==> src/inc/gpio_port_pkg.sv <==
// Constants shared by the four-pin port, its synchroniser and the bench.
// Assumes the register port carries the printed byte offsets unchanged.
package gpio_port_pkg;
  localparam int          ADDR_W          = 8;
  localparam int          DATA_W          = 8;
  localparam int          NUM_PINS        = 4;
  // Register offsets
  localparam logic [7:0]  ADDR_PIN_DATA   = 8'h01;
  localparam logic [7:0]  ADDR_DIRECTION  = 8'h05;
  // Field positions in the direction register
  localparam int          BIT_CLK_OUT_EN  = 7;
  // Pin assignments of the alternate functions
  localparam int          PIN_BUS_CLK     = 0;
  localparam int          PIN_TIMER_CH0   = 2;
  localparam int          PIN_TIMER_CLK   = 3;
  // Reset values
  localparam logic [3:0]  DIR_RESET       = 4'h0;
  localparam logic        CLK_OUT_RESET   = 1'b0;
  localparam logic [7:0]  READ_ZERO       = 8'h00;
  // Edge/level code that leaves channel zero as general purpose
  localparam logic [1:0]  EDGE_LEVEL_OFF  = 2'h0;
  // Prescaler code that picks the external timer clock pin
  localparam logic [2:0]  PRESCALE_EXTCLK = 3'h7;
  // Synchroniser depth for pin levels
  localparam int          SYNC_STAGES     = 2;
endpackage

==> src/verilog/four_bit_gpio_port.sv <==
// Four-pin general-purpose port with timer and bus clock alternate functions.
// Assumes a plain register port on clk and a timer on the same clock.
//
// The strobed register port was decided locally.
`timescale 1ns/100ps
`default_nettype none
module four_bit_gpio_port
  import gpio_port_pkg::*;
#(
  parameter int PINS = NUM_PINS
) (
  input  wire logic              clk,           // System bus clock, 250 MHz
  input  wire logic              reset_n,       // Asynchronous reset, active low
  input  wire logic              ce,            // Clock enable, freezes state
  input  wire logic [ADDR_W-1:0] addr,          // Register address
  input  wire logic [DATA_W-1:0] wrData,        // Write data
  input  wire logic              wrStb,         // Write strobe, one cycle
  input  wire logic              rdStb,         // Read strobe, one cycle
  output logic      [DATA_W-1:0] rdData,        // Read data, cycle after strobe
  input  wire logic [PINS-1:0]   pinIn,         // Pad input levels
  output logic      [PINS-1:0]   pinOut,        // Pad output levels
  output logic      [PINS-1:0]   pinOeN,        // Pad enables, low drives
  input  wire logic              busClock,      // Bus clock level to send out
  input  wire logic [1:0]        edgeLevelSel,  // Channel zero edge/level select
  input  wire logic              ch0Compare,    // Channel zero in compare mode
  input  wire logic              ch0CompareOut, // Channel zero compare level
  output logic                   ch0CaptureIn,  // Pin two level for capture
  input  wire logic [2:0]        prescaleSel,   // Timer prescaler select
  output logic                   timerExtClock  // Pin three level for timer
);

  // Elaboration check: the map needs pins zero to three and bit seven free
  if (PINS < NUM_PINS || PINS > BIT_CLK_OUT_EN) begin : g_bad_pins
    $error("PINS must be between four and seven");
  end

  // Elaboration check: the data bus must reach the clock enable bit
  if (DATA_W <= BIT_CLK_OUT_EN) begin : g_bad_width
    $error("DATA_W too narrow for the clock enable bit");
  end

  // Elaboration check: the two register offsets must differ
  if (ADDR_DIRECTION == ADDR_PIN_DATA) begin : g_bad_map
    $error("register offsets collide");
  end

  // Register state
  logic [PINS-1:0]   dataLatch_q;
  logic [PINS-1:0]   dirBits_q;
  logic              clkOutEn_q;
  logic [DATA_W-1:0] rdData_q;
  logic [DATA_W-1:0] rdData_d;
  // Pin side
  logic [PINS-1:0]   pinLevel;
  logic [PINS-1:0]   altEn;
  logic [PINS-1:0]   altOe;
  logic [PINS-1:0]   altData;
  logic              ch0Active;
  logic              extClkActive;
  logic              wrData_hit;
  logic              wrDir_hit;

  assign wrData_hit = wrStb && (addr == ADDR_PIN_DATA);
  assign wrDir_hit  = wrStb && (addr == ADDR_DIRECTION);

  // Pin levels cross into clk before anyone reads them
  pin_sync #(
    .WIDTH  (PINS)
  ) u_sync (
    .clk     (clk),
    .reset_n (reset_n),
    .ce      (ce),
    .async   (pinIn),
    .synced  (pinLevel)
  );

  // write lands whenever ce is high
  // No reset term on purpose: the latch keeps its value across reset.
  always_ff @(posedge clk) begin
    if (ce && wrData_hit) begin
      dataLatch_q <= wrData[PINS-1:0];
    end
  end

  always_ff @(posedge clk or negedge reset_n) begin
    if (!reset_n) begin
      dirBits_q <= PINS'(DIR_RESET);
    end else if (ce && wrDir_hit) begin
      dirBits_q <= wrData[PINS-1:0];
    end
  end

  always_ff @(posedge clk or negedge reset_n) begin
    if (!reset_n) begin
      clkOutEn_q <= CLK_OUT_RESET;
    end else if (ce && wrDir_hit) begin
      clkOutEn_q <= wrData[BIT_CLK_OUT_EN];
    end
  end

  assign ch0Active = (edgeLevelSel != EDGE_LEVEL_OFF);
  assign extClkActive = (prescaleSel == PRESCALE_EXTCLK);

  // alternate override
  // Capture and external clock turn the pin into an input; compare drives it.
  always_comb begin
    altEn   = '0;
    altOe   = '0;
    altData = '0;
    altEn[PIN_BUS_CLK]   = clkOutEn_q;
    altOe[PIN_BUS_CLK]   = 1'b1;
    altData[PIN_BUS_CLK] = busClock;
    altEn[PIN_TIMER_CH0]   = ch0Active;
    altOe[PIN_TIMER_CH0]   = ch0Compare;
    altData[PIN_TIMER_CH0] = ch0CompareOut;
    altEn[PIN_TIMER_CLK]   = extClkActive;
  end

  for (genvar i = 0; i < PINS; i++) begin : g_pin
    pin_cell u_cell (
      .latch   (dataLatch_q[i]),
      .dir     (dirBits_q[i]),
      .altEn   (altEn[i]),
      .altOe   (altOe[i]),
      .altData (altData[i]),
      .pinOut  (pinOut[i]),
      .pinOeN  (pinOeN[i])
    );
  end

  // Timer sees the synchronised pin levels; gated so idle pins read low
  assign ch0CaptureIn  = ch0Active && !ch0Compare && pinLevel[PIN_TIMER_CH0];
  assign timerExtClock = extClkActive && pinLevel[PIN_TIMER_CLK];

  // input write invisible
  // Readback mixes latch and pin per bit; unmapped addresses answer zero.
  always_comb begin
    rdData_d = READ_ZERO;
    if (addr == ADDR_PIN_DATA) begin
      rdData_d[PINS-1:0] = (dataLatch_q & dirBits_q) | (pinLevel & ~dirBits_q);
    end else if (addr == ADDR_DIRECTION) begin
      rdData_d[PINS-1:0]       = dirBits_q;
      rdData_d[BIT_CLK_OUT_EN] = clkOutEn_q;
    end
  end

  // Read data stand only in the cycle after the strobe, and are held longer while ce is low
  always_ff @(posedge clk or negedge reset_n) begin
    if (!reset_n) begin
      rdData_q <= READ_ZERO;
    end else if (ce) begin
      rdData_q <= rdStb ? rdData_d : READ_ZERO;
    end
  end
  assign rdData = rdData_q;

  // relies on software
  // A latch loaded before the direction flips needs no extra logic here:
  // the pin shows the latch from the same edge that sets the direction bit.

  // Helper state for the assertions
  logic              seenReset_q;
  always_ff @(posedge clk or negedge reset_n) begin
    if (!reset_n) begin
      seenReset_q <= 1'b0;
    end else begin
      seenReset_q <= 1'b1;
    end
  end

  a_dir_reset: assert property (
    @(posedge clk) disable iff (!reset_n)
    !seenReset_q |-> (dirBits_q == PINS'(DIR_RESET) && !clkOutEn_q))
    else $error("direction bits not clear after reset");

  a_read_latch: assert property (
    @(posedge clk) disable iff (!reset_n)
    (ce && rdStb && addr == ADDR_PIN_DATA && dirBits_q[1])
      |=> (rdData[1] == $past(dataLatch_q[1])))
    else $error("output pin read did not return latch");

  a_read_pin: assert property (
    @(posedge clk) disable iff (!reset_n)
    (ce && rdStb && addr == ADDR_PIN_DATA && !dirBits_q[1])
      |=> (rdData[1] == $past(pinLevel[1])))
    else $error("input pin read did not return pin level");

  a_write_latch: assert property (
    @(posedge clk) disable iff (!reset_n)
    (ce && wrData_hit) |=> (dataLatch_q == $past(wrData[PINS-1:0])))
    else $error("data write did not update latch");

  a_oe_dir: assert property (
    @(posedge clk) disable iff (!reset_n)
    (!clkOutEn_q) |-> (pinOeN[1] == !dirBits_q[1]
      && pinOeN[PIN_BUS_CLK] == !dirBits_q[PIN_BUS_CLK]))
    else $error("pin enable does not follow direction");

  a_input_quiet: assert property (
    @(posedge clk) disable iff (!reset_n)
    (ce && wrData_hit && !dirBits_q[1] && !wrDir_hit) |=> pinOeN[1])
    else $error("write to input pin started driving it");

  a_clk_out: assert property (
    @(posedge clk) disable iff (!reset_n)
    clkOutEn_q |-> (!pinOeN[PIN_BUS_CLK] && pinOut[PIN_BUS_CLK] == busClock))
    else $error("bus clock not on pin zero");

  a_clk_en_rw: assert property (
    @(posedge clk) disable iff (!reset_n)
    (ce && wrDir_hit) |=> (clkOutEn_q == $past(wrData[BIT_CLK_OUT_EN])))
    else $error("bus clock enable did not take write");

  a_ch0_claim: assert property (
    @(posedge clk) disable iff (!reset_n)
    ch0Active |-> (pinOeN[PIN_TIMER_CH0] == !ch0Compare))
    else $error("timer channel did not own pin two");

  a_extclk_in: assert property (
    @(posedge clk) disable iff (!reset_n)
    extClkActive |-> (pinOeN[PIN_TIMER_CLK]
      && timerExtClock == pinLevel[PIN_TIMER_CLK]))
    else $error("pin three not an input for timer clock");

  a_unused_zero: assert property (
    @(posedge clk) disable iff (!reset_n)
    (ce && rdStb) |=> (rdData[BIT_CLK_OUT_EN-1:PINS] == '0))
    else $error("unimplemented bits read nonzero");

  a_override: assert property (
    @(posedge clk) disable iff (!reset_n)
    (extClkActive && dirBits_q[PIN_TIMER_CLK]) |-> pinOeN[PIN_TIMER_CLK])
    else $error("direction bit beat the timer clock claim");

  // Clock enable low must freeze direction, clock enable, read data and synchroniser output
  a_ce_freeze: assert property ( // Clock enable
    @(posedge clk) disable iff (!reset_n)
    !ce |=> ($stable(dirBits_q) && $stable(clkOutEn_q) && $stable(rdData_q)
      && $stable(pinLevel)))
    else $error("state moved while clock enable was low");

  // Direction and clock enable move only on a taken write
  a_dir_hold: assert property (
    @(posedge clk) disable iff (!reset_n)
    (ce && !wrDir_hit) |=> ($stable(dirBits_q) && $stable(clkOutEn_q)))
    else $error("direction changed without a write");

  // Read data drop to zero unless a read was taken
  a_read_idle: assert property ( // Read timing
    @(posedge clk) disable iff (!reset_n)
    (ce && !rdStb) |=> (rdData == READ_ZERO))
    else $error("read data stood without a read");

  // Unmapped offsets answer zero
  a_unmapped_zero: assert property (
    @(posedge clk) disable iff (!reset_n)
    (ce && rdStb && addr != ADDR_PIN_DATA && addr != ADDR_DIRECTION)
      |=> (rdData == READ_ZERO))
    else $error("unmapped address read nonzero");

  // Direction register reads back direction bits and clock enable
  a_dir_read: assert property (
    @(posedge clk) disable iff (!reset_n)
    (ce && rdStb && addr == ADDR_DIRECTION)
      |=> (rdData[PINS-1:0] == $past(dirBits_q)
      && rdData[BIT_CLK_OUT_EN] == $past(clkOutEn_q)))
    else $error("direction readback wrong");

  // A free output pin shows its latch
  a_latch_out: assert property (
    @(posedge clk) disable iff (!reset_n)
    dirBits_q[1] |-> (!pinOeN[1] && pinOut[1] == dataLatch_q[1]))
    else $error("output pin does not show its latch");

  // Compare mode drives the compare level on pin two
  a_ch0_drive: assert property (
    @(posedge clk) disable iff (!reset_n)
    (ch0Active && ch0Compare) |-> (pinOut[PIN_TIMER_CH0] == ch0CompareOut))
    else $error("compare level not on pin two");

  // Capture input stays low unless pin two is claimed for capture
  a_capture_gate: assert property (
    @(posedge clk) disable iff (!reset_n)
    (!ch0Active || ch0Compare) |-> !ch0CaptureIn)
    else $error("capture input active while not claimed");

  // Claimed for capture, pin two is an input feeding the timer
  a_capture_level: assert property (
    @(posedge clk) disable iff (!reset_n)
    (ch0Active && !ch0Compare)
      |-> (pinOeN[PIN_TIMER_CH0] && ch0CaptureIn == pinLevel[PIN_TIMER_CH0]))
    else $error("capture path does not follow pin two");

  // Timer clock input stays low while pin three is free
  a_extclk_gate: assert property (
    @(posedge clk) disable iff (!reset_n)
    !extClkActive |-> !timerExtClock)
    else $error("timer clock active while pin three free");

  // readback of every pin against its direction bit
  for (genvar k = 0; k < PINS; k++) begin : g_rd_chk
    a_read_mix: assert property (
      @(posedge clk) disable iff (!reset_n)
      (ce && rdStb && addr == ADDR_PIN_DATA) |=> (rdData[k] == ($past(dirBits_q[k])
        ? $past(dataLatch_q[k]) : $past(pinLevel[k]))))
      else $error("pin readback ignores direction bit");
  end

  c_clk_out: cover property (
    @(posedge clk) disable iff (!reset_n) ce && wrDir_hit ##1 clkOutEn_q);
  c_read_input: cover property (
    @(posedge clk) disable iff (!reset_n)
    rdStb && addr == ADDR_PIN_DATA && dirBits_q != '1);
  c_compare: cover property (
    @(posedge clk) disable iff (!reset_n) ch0Active && ch0Compare);
  c_ext_clock: cover property (
    @(posedge clk) disable iff (!reset_n) extClkActive && timerExtClock);
  c_ce_hold: cover property (
    @(posedge clk) disable iff (!reset_n) !ce && wrStb);
endmodule
`default_nettype wire

==> src/verilog/pin_sync.sv <==
// Two-stage synchroniser for the package pin levels.
// Assumes the pins are asynchronous to clk; only stage two is read.
`timescale 1ns/100ps
`default_nettype none
module pin_sync
  import gpio_port_pkg::*;
#(
  parameter int WIDTH = 4
) (
  input  wire logic             clk,     // System bus clock
  input  wire logic             reset_n, // Asynchronous reset, active low
  input  wire logic             ce,      // Clock enable, freezes state
  input  wire logic [WIDTH-1:0] async,   // Raw pin levels
  output logic      [WIDTH-1:0] synced   // Levels after two flops
);
  logic [WIDTH-1:0] meta_q;

  // Stage one feeds stage two only
  always_ff @(posedge clk or negedge reset_n) begin
    if (!reset_n) begin
      meta_q <= '0;
      synced <= '0;
    end else if (ce) begin
      meta_q <= async;
      synced <= meta_q;
    end
  end
endmodule
`default_nettype wire

==> src/verilog/pin_cell.sv <==
// One pin's output path: general purpose latch or an alternate function.
// Assumes the owner resolves which function claims the pin.
`timescale 1ns/100ps
`default_nettype none
module pin_cell (
  input  wire logic latch,   // Data latch bit
  input  wire logic dir,     // Direction bit, one drives
  input  wire logic altEn,   // Alternate function claims the pin
  input  wire logic altOe,   // Alternate function drives the pin
  input  wire logic altData, // Alternate function output value
  output logic      pinOut,  // Level offered to the pad
  output logic      pinOeN   // Output enable, low while driving
);
  // Claimed pins ignore latch and direction
  always_comb begin
    if (altEn) begin
      pinOut = altData;
      pinOeN = ~altOe;
    end else begin
      pinOut = latch;
      pinOeN = ~dir;
    end
  end
endmodule
`default_nettype wire

==> config.mk <==
export PLATFORM = sky130hd
export DESIGN_NAME = four_bit_gpio_port
export DESIGN_NICKNAME = d
export VERILOG_FILES = /design/src/inc/gpio_port_pkg.sv /design/src/verilog/four_bit_gpio_port.sv /design/src/verilog/pin_sync.sv /design/src/verilog/pin_cell.sv
export SDC_FILE = /design/constraint.sdc
export NUM_CORES = 1
export LEC_CHECK = 0
export ABC_AREA = 1
export ABC_CLOCK_PERIOD_IN_PS = 1200
export BUFFER_PORTS_ARGS = -buffer_cell sky130_fd_sc_hd__buf_2
export CAP_MARGIN = 20
export CORE_MARGIN = 1
export CORE_UTILIZATION = 46
export DETAILED_ROUTE_END_ITERATION = 8
export GPL_ROUTABILITY_DRIVEN = 0
export HOLD_SLACK_MARGIN = 0.05
export PLACE_DENSITY = 0.78
export REMOVE_ABC_BUFFERS = 1
export SKIP_CTS_REPAIR_TIMING = 1
export SYNTH_ARGS = -nofsm -noshare
export SYNTH_HDL_FRONTEND = slang
export SYNTH_SLANG_ARGS = --single-unit
==> constraint.sdc <==
create_clock -name clk -period 1.2 [get_ports clk]
set_input_delay 0.18 -clock clk [delete_from_list [all_inputs] [get_ports clk]]
set_output_delay 0.18 -clock clk [all_outputs]
set_load 0.02 [all_outputs]
==> metrics.csv, run 1 <==
stage;metric;value;unit
routing;DRT Pass-1 Iters;4;
placed_design;I/O Buffers;44;
timing;Fin Hold WS;0.0700;ns
routing;wire per inst;10.2;um
timing;Fin. Hold Viols;0;
global_route;largest net degree at the start of global routing;19;
clock_tree;clock buffer depth;2;
clock_tree;Clk pin slew, worst setup/hold paths;0.11;ns
clock_tree;TritonCTS clock tree;built;
flow_run;max_cap viols;0;
global_route;first-pass GRT wire length;3910;um
layout;Fillers;226;
floorplanning;core footprint;0.00245;mm^2
floorplanning;DIE HEIGHT;52.8;um
placed_design;cell count after placement;224;
timing;Setup-failing EPs final;2;
worst_setup_path;worst setup path class;reg -> out;
worst_setup_path;worst reg2reg path endpoint;rdData[0];
pwr;sw frac;0.261;
placed_design;Area after DPL;0.00139;mm^2
hold_path;worst hold-check path type;in -> reg;
layout;Layout area overhead;23.7;%
clock_tree;Sink Count;22;
placed_design;detailed placement HPWL;1910;um
pwr;PwrDens;932;mW/mm^2
pwr;leakage power;0.845;nW
timing;Max Freq;771;MHz
pwr;P_int;0.00101;W
synthesis;number of synthesized flops with an enable pin;4;
synthesis;distinct cell type count after synthesis;20;
timing;PnR worst setup slack;-0.0965;ns
worst_setup_path;critical path launch point type;register;
routing;drt total wl;2340;um
routing;Post-DRT Antenna Nets;0;
global_route;GRT Util Overall;0.192;
status;failing checks;setup timing;
hold_path;Hold Path End;dataLatch_q[3];
floorplanning;Top Ports;51;
worst_setup_path;critical path data arrival time;1.12;ns
clock_tree;Root Buffer;clkbuf_4;
layout;area of the multi-input gates;460;um^2
layout;Post-Layout Cell Count;230;
synthesis;Avg Cell Area, Syn;7.57;um^2
pwr;Sw Pwr;0.000357;W
floorplanning;die width;52.8;um
synthesis;post-synthesis register bit count;22;
worst_setup_path;CP Max Fanout;2;
pwr;power share of the clock group;0.232;
clock_tree;H-tree lvl count;1;
worst_setup_path;crit path buf inv count;1;
layout;Post-layout nets;235;
layout;Reg area;571;um^2
pwr;Flop pwr share;0.594;
global_route;vias in the first global route;974;
floorplanning;Initial Util;0.484;
global_route;grt ovf;0;
layout;layout cell share with drive strength beyond 1;0.325;
synthesis;main area contributors after synthesis;dfrtp_1 38%, nand2_1 18%, edfxtp_1 10%;
synthesis;synthesized area;0.00119;mm^2
synthesis;Async SR Flop Fraction;0.818;
worst_setup_path;R2R cell count;6;
floorplanning;number of core rows;18;
worst_setup_path;critical path, cell by cell;mux2_4 -> buf_6;
hold_path;HP Start;wrData[3];
synthesis;post-synthesis sequential area ratio;0.480;
worst_setup_path;Crit. End Element;primary output;
routing;vias per cell;4.68;
pwr;Logic pwr share;0.174;
floorplanning;die area;0.00279;mm^2
worst_setup_path;critical path's slowest cell;edfxtp_1;
synthesis;yosys warns;0;
layout;ANT cells;0;
hold_path;worst hold path stage count;1;
synthesis;Synth top area share;0.379;
timing;Setup TNS;-0.118;ns
synthesis;Synth Instances;157;
routing;DRT iter0 DRCs;20;
synthesis;most numerous cell in the Yosys netlist;nand2_1;
timing;Clock Skew;0.000738;ns
worst_setup_path;R2R setup slack;0.17;ns
worst_setup_path;CP top delay family;flip-flops;
timing;Final period util;1.08;
timing;fin crit period;1.30;ns
synthesis;Post-synth top cells;57 x nand2_1, 19 x inv_1, 18 x dfrtp_1, 15 x nor2_1, 11 x buf_4;
synthesis;area leader, netlist;dfrtp_1;
global_route;initial antenna violation count;0;
layout;final instance area;0.00147;mm^2
worst_setup_path;WP data required;1.02;ns
routing;DRC errors left;0;
clock_tree;Skew-Pair Late Insertion Delay;0.29;ns
routing;vias post-DR;1076;
status;run status;finished, violations left;
worst_setup_path;CP peak stage delay;0.41;ns
synthesis;ys flop type;dfrtp_1;
placed_design;pre-CTS WS;0.0563;ns
worst_setup_path;worst r2r src;dirBits_q[0];
pwr;Max rail drop VDD;0.683;mV
clock_tree;CTS buffer count;3;
timing;RSZ-0062 raised after global routing;true;
timing;Final Slew Violations;0;
## stage by stage
stage | total power, W | util
3_5_place_dp | 0.00105 | 0.567
6_report | 0.00137 | 0.599
5_1_grt | 0.00144 | 0.599
2_1_floorplan | 0.000938 | -
4_1_cts | 0.00136 | 0.576
3_3_place_gp | 0.00104 | 0.567
## cell type report
| class | count | share of cell area |
|---|---|---|
| clock buffers | 3 | 0.0153 |
| inverters | 21 | 0.0536 |
| multi-input cells | 103 | 0.313 |
| flip-flops and latches | 22 | 0.388 |
| well taps | 30 | 0.0255 |
| repair buffers | 51 | 0.204 |
## state kept, by name, summed over array words and instances (netlist names)
| name | flops |
|---|---|
| rdData | 5 |
| dataLatch_q | 4 |
| dirBits_q | 4 |
| u_sync.meta_q | 4 |
| u_sync.synced | 4 |
| clkOutEn_q | 1 |
## layout by cell type (no fill, tap or decap)
| cell | n |
|---|---|
| dfrtp_1 | 18 |
| clkbuf_4 | 3 |
| o21ai_1 | 5 |
| mux2_4 | 1 |
| o21ai_0 | 4 |
| or2_2 | 1 |
| conb_1 | 3 |
| buf_6 | 4 |
| nand2_1 | 57 |
| nor2_1 | 14 |
| buf_2 | 40 |
| inv_2 | 4 |
| edfxtp_1 | 4 |
| nor3_1 | 1 |
| nand3_1 | 5 |
| inv_1 | 17 |
| buf_4 | 6 |
| nor2_8 | 1 |
| nor2_2 | 3 |
| nor2_4 | 1 |
| a21oi_1 | 6 |
| dlygate4sd3_1 | 1 |
| nand2_2 | 1 |
## how the worst max path moves through the flow
stage                          startpoint        endpoint  slack [ns]  depth (start not counted)
after floorplan                   addr[5]  dataLatch_q[0]        0.12                          3
final                      dataLatch_q[2]       pinOut[2]        -0.1                          2
after detailed placement  edgeLevelSel[1]       pinOut[2]        0.06                          4
after CTS                  dataLatch_q[2]       pinOut[2]       -0.12                          2
after global placement    edgeLevelSel[1]       pinOut[2]        0.09                          4
after global routing       dataLatch_q[2]       pinOut[2]       -0.15                          2
## cell families after synthesis
kind of cell,synth area share
mux,0.00947
flops,0.480
compound gates,0.0632
buf+inv,0.144
simple gates,0.300
other cells,0.00315
## power by group through the flow
stage                     clock network (W)  registers [W]  logic (W)
after detailed placement                  0       0.000829   0.000218
final                              0.000318       0.000814   0.000238
after CTS                          0.000325       0.000814   0.000219
after global placement                    0       0.000828   0.000210
after global routing               0.000349       0.000819   0.000271
after floorplan                           0       0.000826   0.000113
## per-layer routing
metal  global-route usage  wire (um)  vias up
met5                    0          0        -
met4               0.0702         28        0
met3               0.0319        106        4
met2                0.325       1210       31
met1                0.244        997      494
li1                     -          -      547
No activity file was read; power rests on OpenSTA's default activity.
==> inputs of run 2 (changes only) <==
ABC_CLOCK_PERIOD_IN_PS = 1220   (was 1200)
clock period = 1.22 ns   (was 1.2 ns; I/O delays follow)
==> metrics.csv, run 2 (synthesis results as in run 1) <==
stage;metric;value;unit
global_route;vias in the first global route;1017;
layout;Post-layout nets;239;
clock_tree;TritonCTS clock tree;built;
timing;Final Slew Violations;0;
routing;Post-DRT Antenna Nets;0;
worst_setup_path;critical path, cell by cell;mux2_4 -> buf_6;
worst_setup_path;worst reg2reg path endpoint;rdData[2];
global_route;largest net degree at the start of global routing;19;
layout;commonest non-fill, non-tap cell in the layout;nand2_1;
layout;Finished Core Util;0.626;
timing;Setup TNS;-0.173;ns
worst_setup_path;worst r2r src;dirBits_q[2];
routing;vias post-DR;1140;
hold_path;worst hold-check path type;in -> reg;
worst_setup_path;Crit. End Element;primary output;
routing;wire per inst;11.2;um
clock_tree;CTS buffer count;3;
timing;Fin. Hold Viols;0;
routing;vias per cell;4.85;
status;run status;finished, violations left;
pwr;Final Total Pwr;0.00161;W
worst_setup_path;CP Max Fanout;2;
floorplanning;core footprint;0.00245;mm^2
clock_tree;Skew-Pair Late Insertion Delay;0.31;ns
timing;Setup-failing EPs final;2;
worst_setup_path;CP peak stage delay;0.43;ns
timing;RSZ-0062 raised after global routing;true;
global_route;grt ovf;0;
status;failing checks;setup timing;
placed_design;I/O Buffers;44;
timing;PnR worst setup slack;-0.115;ns
worst_setup_path;critical path's slowest cell;edfxtp_1;
floorplanning;Top Ports;51;
routing;DRT Pass-1 Iters;4;
timing;Max Freq;749;MHz
global_route;GRT Util Overall;0.205;
layout;most frequent cells in the layout;55 x nand2_1, 40 x buf_2, 18 x dfrtp_1;
timing;Clock Skew;0.0109;ns
flow_run;max_cap viols;0;
clock_tree;H-tree lvl count;1;
clock_tree;Root Buffer;clkbuf_4;
layout;number of flip-flops in the largest register;5;
floorplanning;Initial Util;0.484;
worst_setup_path;R2R cell count;5;
hold_path;HP Start;pinIn[0];
hold_path;worst hold path stage count;3;
layout;ANT cells;0;
floorplanning;number of core rows;18;
floorplanning;die width;52.8;um
global_route;first-pass GRT wire length;4160;um
placed_design;detailed placement HPWL;1950;um
floorplanning;DIE HEIGHT;52.8;um
worst_setup_path;WP data required;1.04;ns
pwr;leakage power;0.877;nW
routing;DRC errors left;0;
hold_path;Hold Path End;u_sync.meta_q[0];
worst_setup_path;R2R setup slack;0.20;ns
worst_setup_path;critical path launch point type;register;
clock_tree;Clk pin slew, worst setup/hold paths;0.13;ns
clock_tree;clock buffer depth;2;
pwr;PwrDens;1050;mW/mm^2
routing;DRT iter0 DRCs;33;
layout;Layout area overhead;29.3;%
worst_setup_path;worst setup path class;reg -> out;
global_route;initial antenna violation count;0;
timing;fin crit period;1.33;ns
layout;layout cell share with drive strength beyond 1;0.346;
pwr;Max rail drop VDD;0.864;mV
timing;Final period util;1.09;
routing;drt total wl;2630;um
floorplanning;die area;0.00279;mm^2
clock_tree;Sink Count;22;
worst_setup_path;critical path data arrival time;1.15;ns
run 2: changes by cell type in the layout (fill, tap and decap cells not counted):
cell	previous run	this run
buf_4	6	9
buf_6	4	3
bufinv_16	0	1
dlygate4sd3_1	1	3
inv_1	17	16
inv_2	4	5
nand2_1	57	55
nand2_2	1	3
run 2: worst max-delay path, delay by kind of cell (launching register included):
kind                   cells  cell delay (ns)
multiplexers               1             0.28
flip-flops                 1             0.43
buffers and inverters      1             0.13
run 2: area by class of cell:
| cell class | instances | area, um^2 |
|---|---|---|
| clock buffer | 3 | 22.5 |
| fill | 218 | 918 |
| inverter | 21 | 78.8 |
| clock inverter | 1 | 30.0 |
| sequential | 22 | 571 |
| multi-input combinational | 103 | 465 |
| timing repair buffer | 55 | 332 |
| tap | 30 | 37.5 |
run 2: metrics by stage:
step                      hold slack (ns)  cell area (um^2)  setup slack, ns  instances
after floorplan                    -0.113              1100            0.137        146
after global placement              0.131              1390            0.103        224
after detailed placement            0.136              1390           0.0362        224
after CTS                          -0.213              1440           -0.122        228
after global routing               0.0562              1540           -0.156        235
final                              0.0600              1540           -0.115        235
run 2: worst max path at each step:
stage,startpoint,end,slack [ns],cells past startpoint
2_1_floorplan,addr[5],dataLatch_q[0],0.14,3
3_3_place_gp,edgeLevelSel[1],pinOut[2],0.10,4
3_5_place_dp,addr[5],dataLatch_q[3],0.04,5
4_1_cts,dataLatch_q[2],pinOut[2],-0.12,2
5_1_grt,dataLatch_q[2],pinOut[2],-0.16,2
6_report,dataLatch_q[2],pinOut[2],-0.11,2
run 2: report_power, final:
| group | leakage, nW | internal, W | total [W] | switching, W |
|---|---|---|---|---|
| registers | 0.250 | 0.000782 | 0.000803 | 0.0000212 |
| logic | 0.599 | 0.000113 | 0.000254 | 0.000142 |
| clock network | 0.0279 | 0.000332 | 0.000555 | 0.000223 |
run 2: metal layers:
layer  global-route usage  share of wire  up-vias
met1                0.247           0.40      519
met4               0.0702          0.020        0
met3               0.0290          0.067       10
met5                    0              0        -
li1                     -              -      558
met2                0.369           0.51       53
==> inputs of run 3 (changes only) <==
BUFFER_PORTS_ARGS = not set   (was -buffer_cell sky130_fd_sc_hd__buf_2)
CORE_UTILIZATION = 55   (was 46)
DONT_BUFFER_PORTS = 1   (was not set)
MAX_ROUTING_LAYER = met4   (was not set)
PLACE_DENSITY = 0.7   (was 0.78)
SETUP_SLACK_MARGIN = 0.1   (was not set)
==> metrics.csv, run 3 (synthesis results as in run 1) <==
stage;metric;value;unit
global_route;initial antenna violation count;0;
routing;DRT Pass-1 Iters;4;
timing;Fin. Hold Viols;0;
pwr;Flop pwr share;0.580;
timing;Slew @ Worst Pin;0.794;ns
pwr;PwrDens;1010;mW/mm^2
timing;Final Slew Violations;0;
layout;Layout area overhead;15.1;%
clock_tree;H-tree lvl count;1;
floorplanning;die area;0.00235;mm^2
pwr;Sw Pwr;0.000349;W
routing;vias per cell;4.95;
worst_setup_path;R2R setup slack;0.21;ns
floorplanning;core footprint;0.00200;mm^2
flow_run;max_cap viols;0;
hold_path;worst hold-check path type;in -> reg;
clock_tree;Skew-Pair Late Insertion Delay;0.30;ns
timing;worst relative slew slack;0.469;
layout;Reg area;571;um^2
timing;Setup TNS;0;ns
worst_setup_path;Crit. End Element;primary output;
hold_path;HP Start;ce;
worst_setup_path;R2R cell count;5;
layout;area of the multi-input gates;500;um^2
floorplanning;DIE HEIGHT;48.5;um
timing;Clock Skew;0.00694;ns
status;run status;finished clean;
placed_design;cell count after placement;175;
worst_setup_path;CP peak stage delay;0.41;ns
routing;Post-DRT Antenna Nets;0;
hold_path;Hold Path End;rdData[3];
clock_tree;Root Buffer;clkbuf_4;
pwr;Logic pwr share;0.142;
worst_setup_path;worst reg2reg path endpoint;rdData[3];
global_route;first-pass GRT wire length;3570;um
worst_setup_path;worst setup path class;reg -> out;
routing;DRT iter0 DRCs;22;
timing;Final period util;0.983;
worst_setup_path;WP data required;1.04;ns
clock_tree;clock buffer depth;2;
worst_setup_path;worst r2r src;dataLatch_q[3];
layout;most frequent cells in the layout;53 x nand2_1, 18 x dfrtp_1, 15 x inv_1;
routing;vias post-DR;955;
global_route;largest net degree at the start of global routing;19;
layout;ANT cells;0;
worst_setup_path;CP top delay family;flip-flops;
global_route;vias in the first global route;864;
global_route;grt ovf;0;
pwr;leakage power;0.696;nW
clock_tree;Clk pin slew, worst setup/hold paths;0.12;ns
timing;PnR worst setup slack;0.0203;ns
floorplanning;number of core rows;16;
clock_tree;CTS buffer count;3;
timing;RSZ-0062 raised after global routing;true;
layout;layout cell share with drive strength beyond 1;0.175;
floorplanning;die width;48.5;um
layout;Fillers;174;
clock_tree;Sink Count;22;
routing;wire per inst;11.5;um
placed_design;I/O Buffers;0;
floorplanning;Initial Util;0.594;
pwr;Max rail drop VDD;0.699;mV
pwr;power share of the clock group;0.278;
worst_setup_path;critical path launch point type;register;
pwr;P_int;0.00104;W
worst_setup_path;critical path depth in cells;1;
pwr;sw frac;0.252;
hold_path;worst hold path stage count;3;
worst_setup_path;critical path data arrival time;1.02;ns
placed_design;pre-CTS WS;0.205;ns
worst_setup_path;critical path, cell by cell;mux2_4;
timing;fin crit period;1.20;ns
routing;drt total wl;2220;um
layout;number of flip-flops in the largest register;5;
layout;Post-layout nets;200;
placed_design;detailed placement HPWL;1650;um
timing;Setup-failing EPs final;0;
worst_setup_path;critical path's slowest cell;edfxtp_1;
timing;Max Freq;834;MHz
global_route;GRT Util Overall;0.205;
pwr;Final Total Pwr;0.00139;W
worst_setup_path;crit path buf inv count;0;
worst_setup_path;CP Max Fanout;2;
clock_tree;TritonCTS clock tree;built;
routing;DRC errors left;0;
layout;commonest non-fill, non-tap cell in the layout;nand2_1;
layout;Post-Layout Cell Count;193;
floorplanning;Top Ports;51;
run 3: metal layers:
metal  vias up  wire (um)  track usage  part of all wire
met5         -          0            -                 0
met4         0          9       0.0784            0.0041
met3         2        111       0.0503             0.050
met2        33       1140        0.340              0.51
met1       439        955        0.241              0.43
li1        481          -            -                 -
run 3: power groups by stage:
| stage | Combinational, W | Sequential, W | Clock [W] |
|---|---|---|---|
| after floorplan | 0.000111 | 0.000812 | 0 |
| after global placement | 0.000122 | 0.000816 | 0 |
| after detailed placement | 0.000126 | 0.000816 | 0 |
| after CTS | 0.000127 | 0.000801 | 0.000401 |
| after global routing | 0.000219 | 0.000810 | 0.000421 |
| final | 0.000196 | 0.000804 | 0.000385 |
run 3: how the worst max path moves through the flow:
| stage | to | start | slack, ns |
|---|---|---|---|
| detailed placement | dataLatch_q[2] | addr[5] | 0.21 |
| finish | pinOut[2] | dataLatch_q[2] | 0.02 |
| global route | pinOut[2] | dataLatch_q[2] | -0.03 |
| floorplan | dataLatch_q[0] | addr[5] | 0.14 |
| global placement | ch0CaptureIn | edgeLevelSel[1] | 0.22 |
| CTS | pinOeN[2] | dirBits_q[2] | -0.02 |
run 3: final cells by class:
type / count / area share
Clock buffer: 4 / 0.0265
Inverter: 21 / 0.0576
Multi-Input combinational cell: 103 / 0.366
Sequential cell: 22 / 0.417
Tap cell: 27 / 0.0247
Timing Repair Buffer: 16 / 0.108
run 3: per-stage QoR:
| step | hold WS (ns) | utilization | area, um^2 |
|---|---|---|---|
| final | 0.104 | 0.683 | 1370 |
| after global routing | 0.109 | 0.683 | 1370 |
| after CTS | -0.451 | 0.594 | 1190 |
| after detailed placement | -0.112 | 0.576 | 1150 |
| after global placement | -0.112 | 0.576 | 1150 |
| after floorplan | -0.113 | - | 1100 |
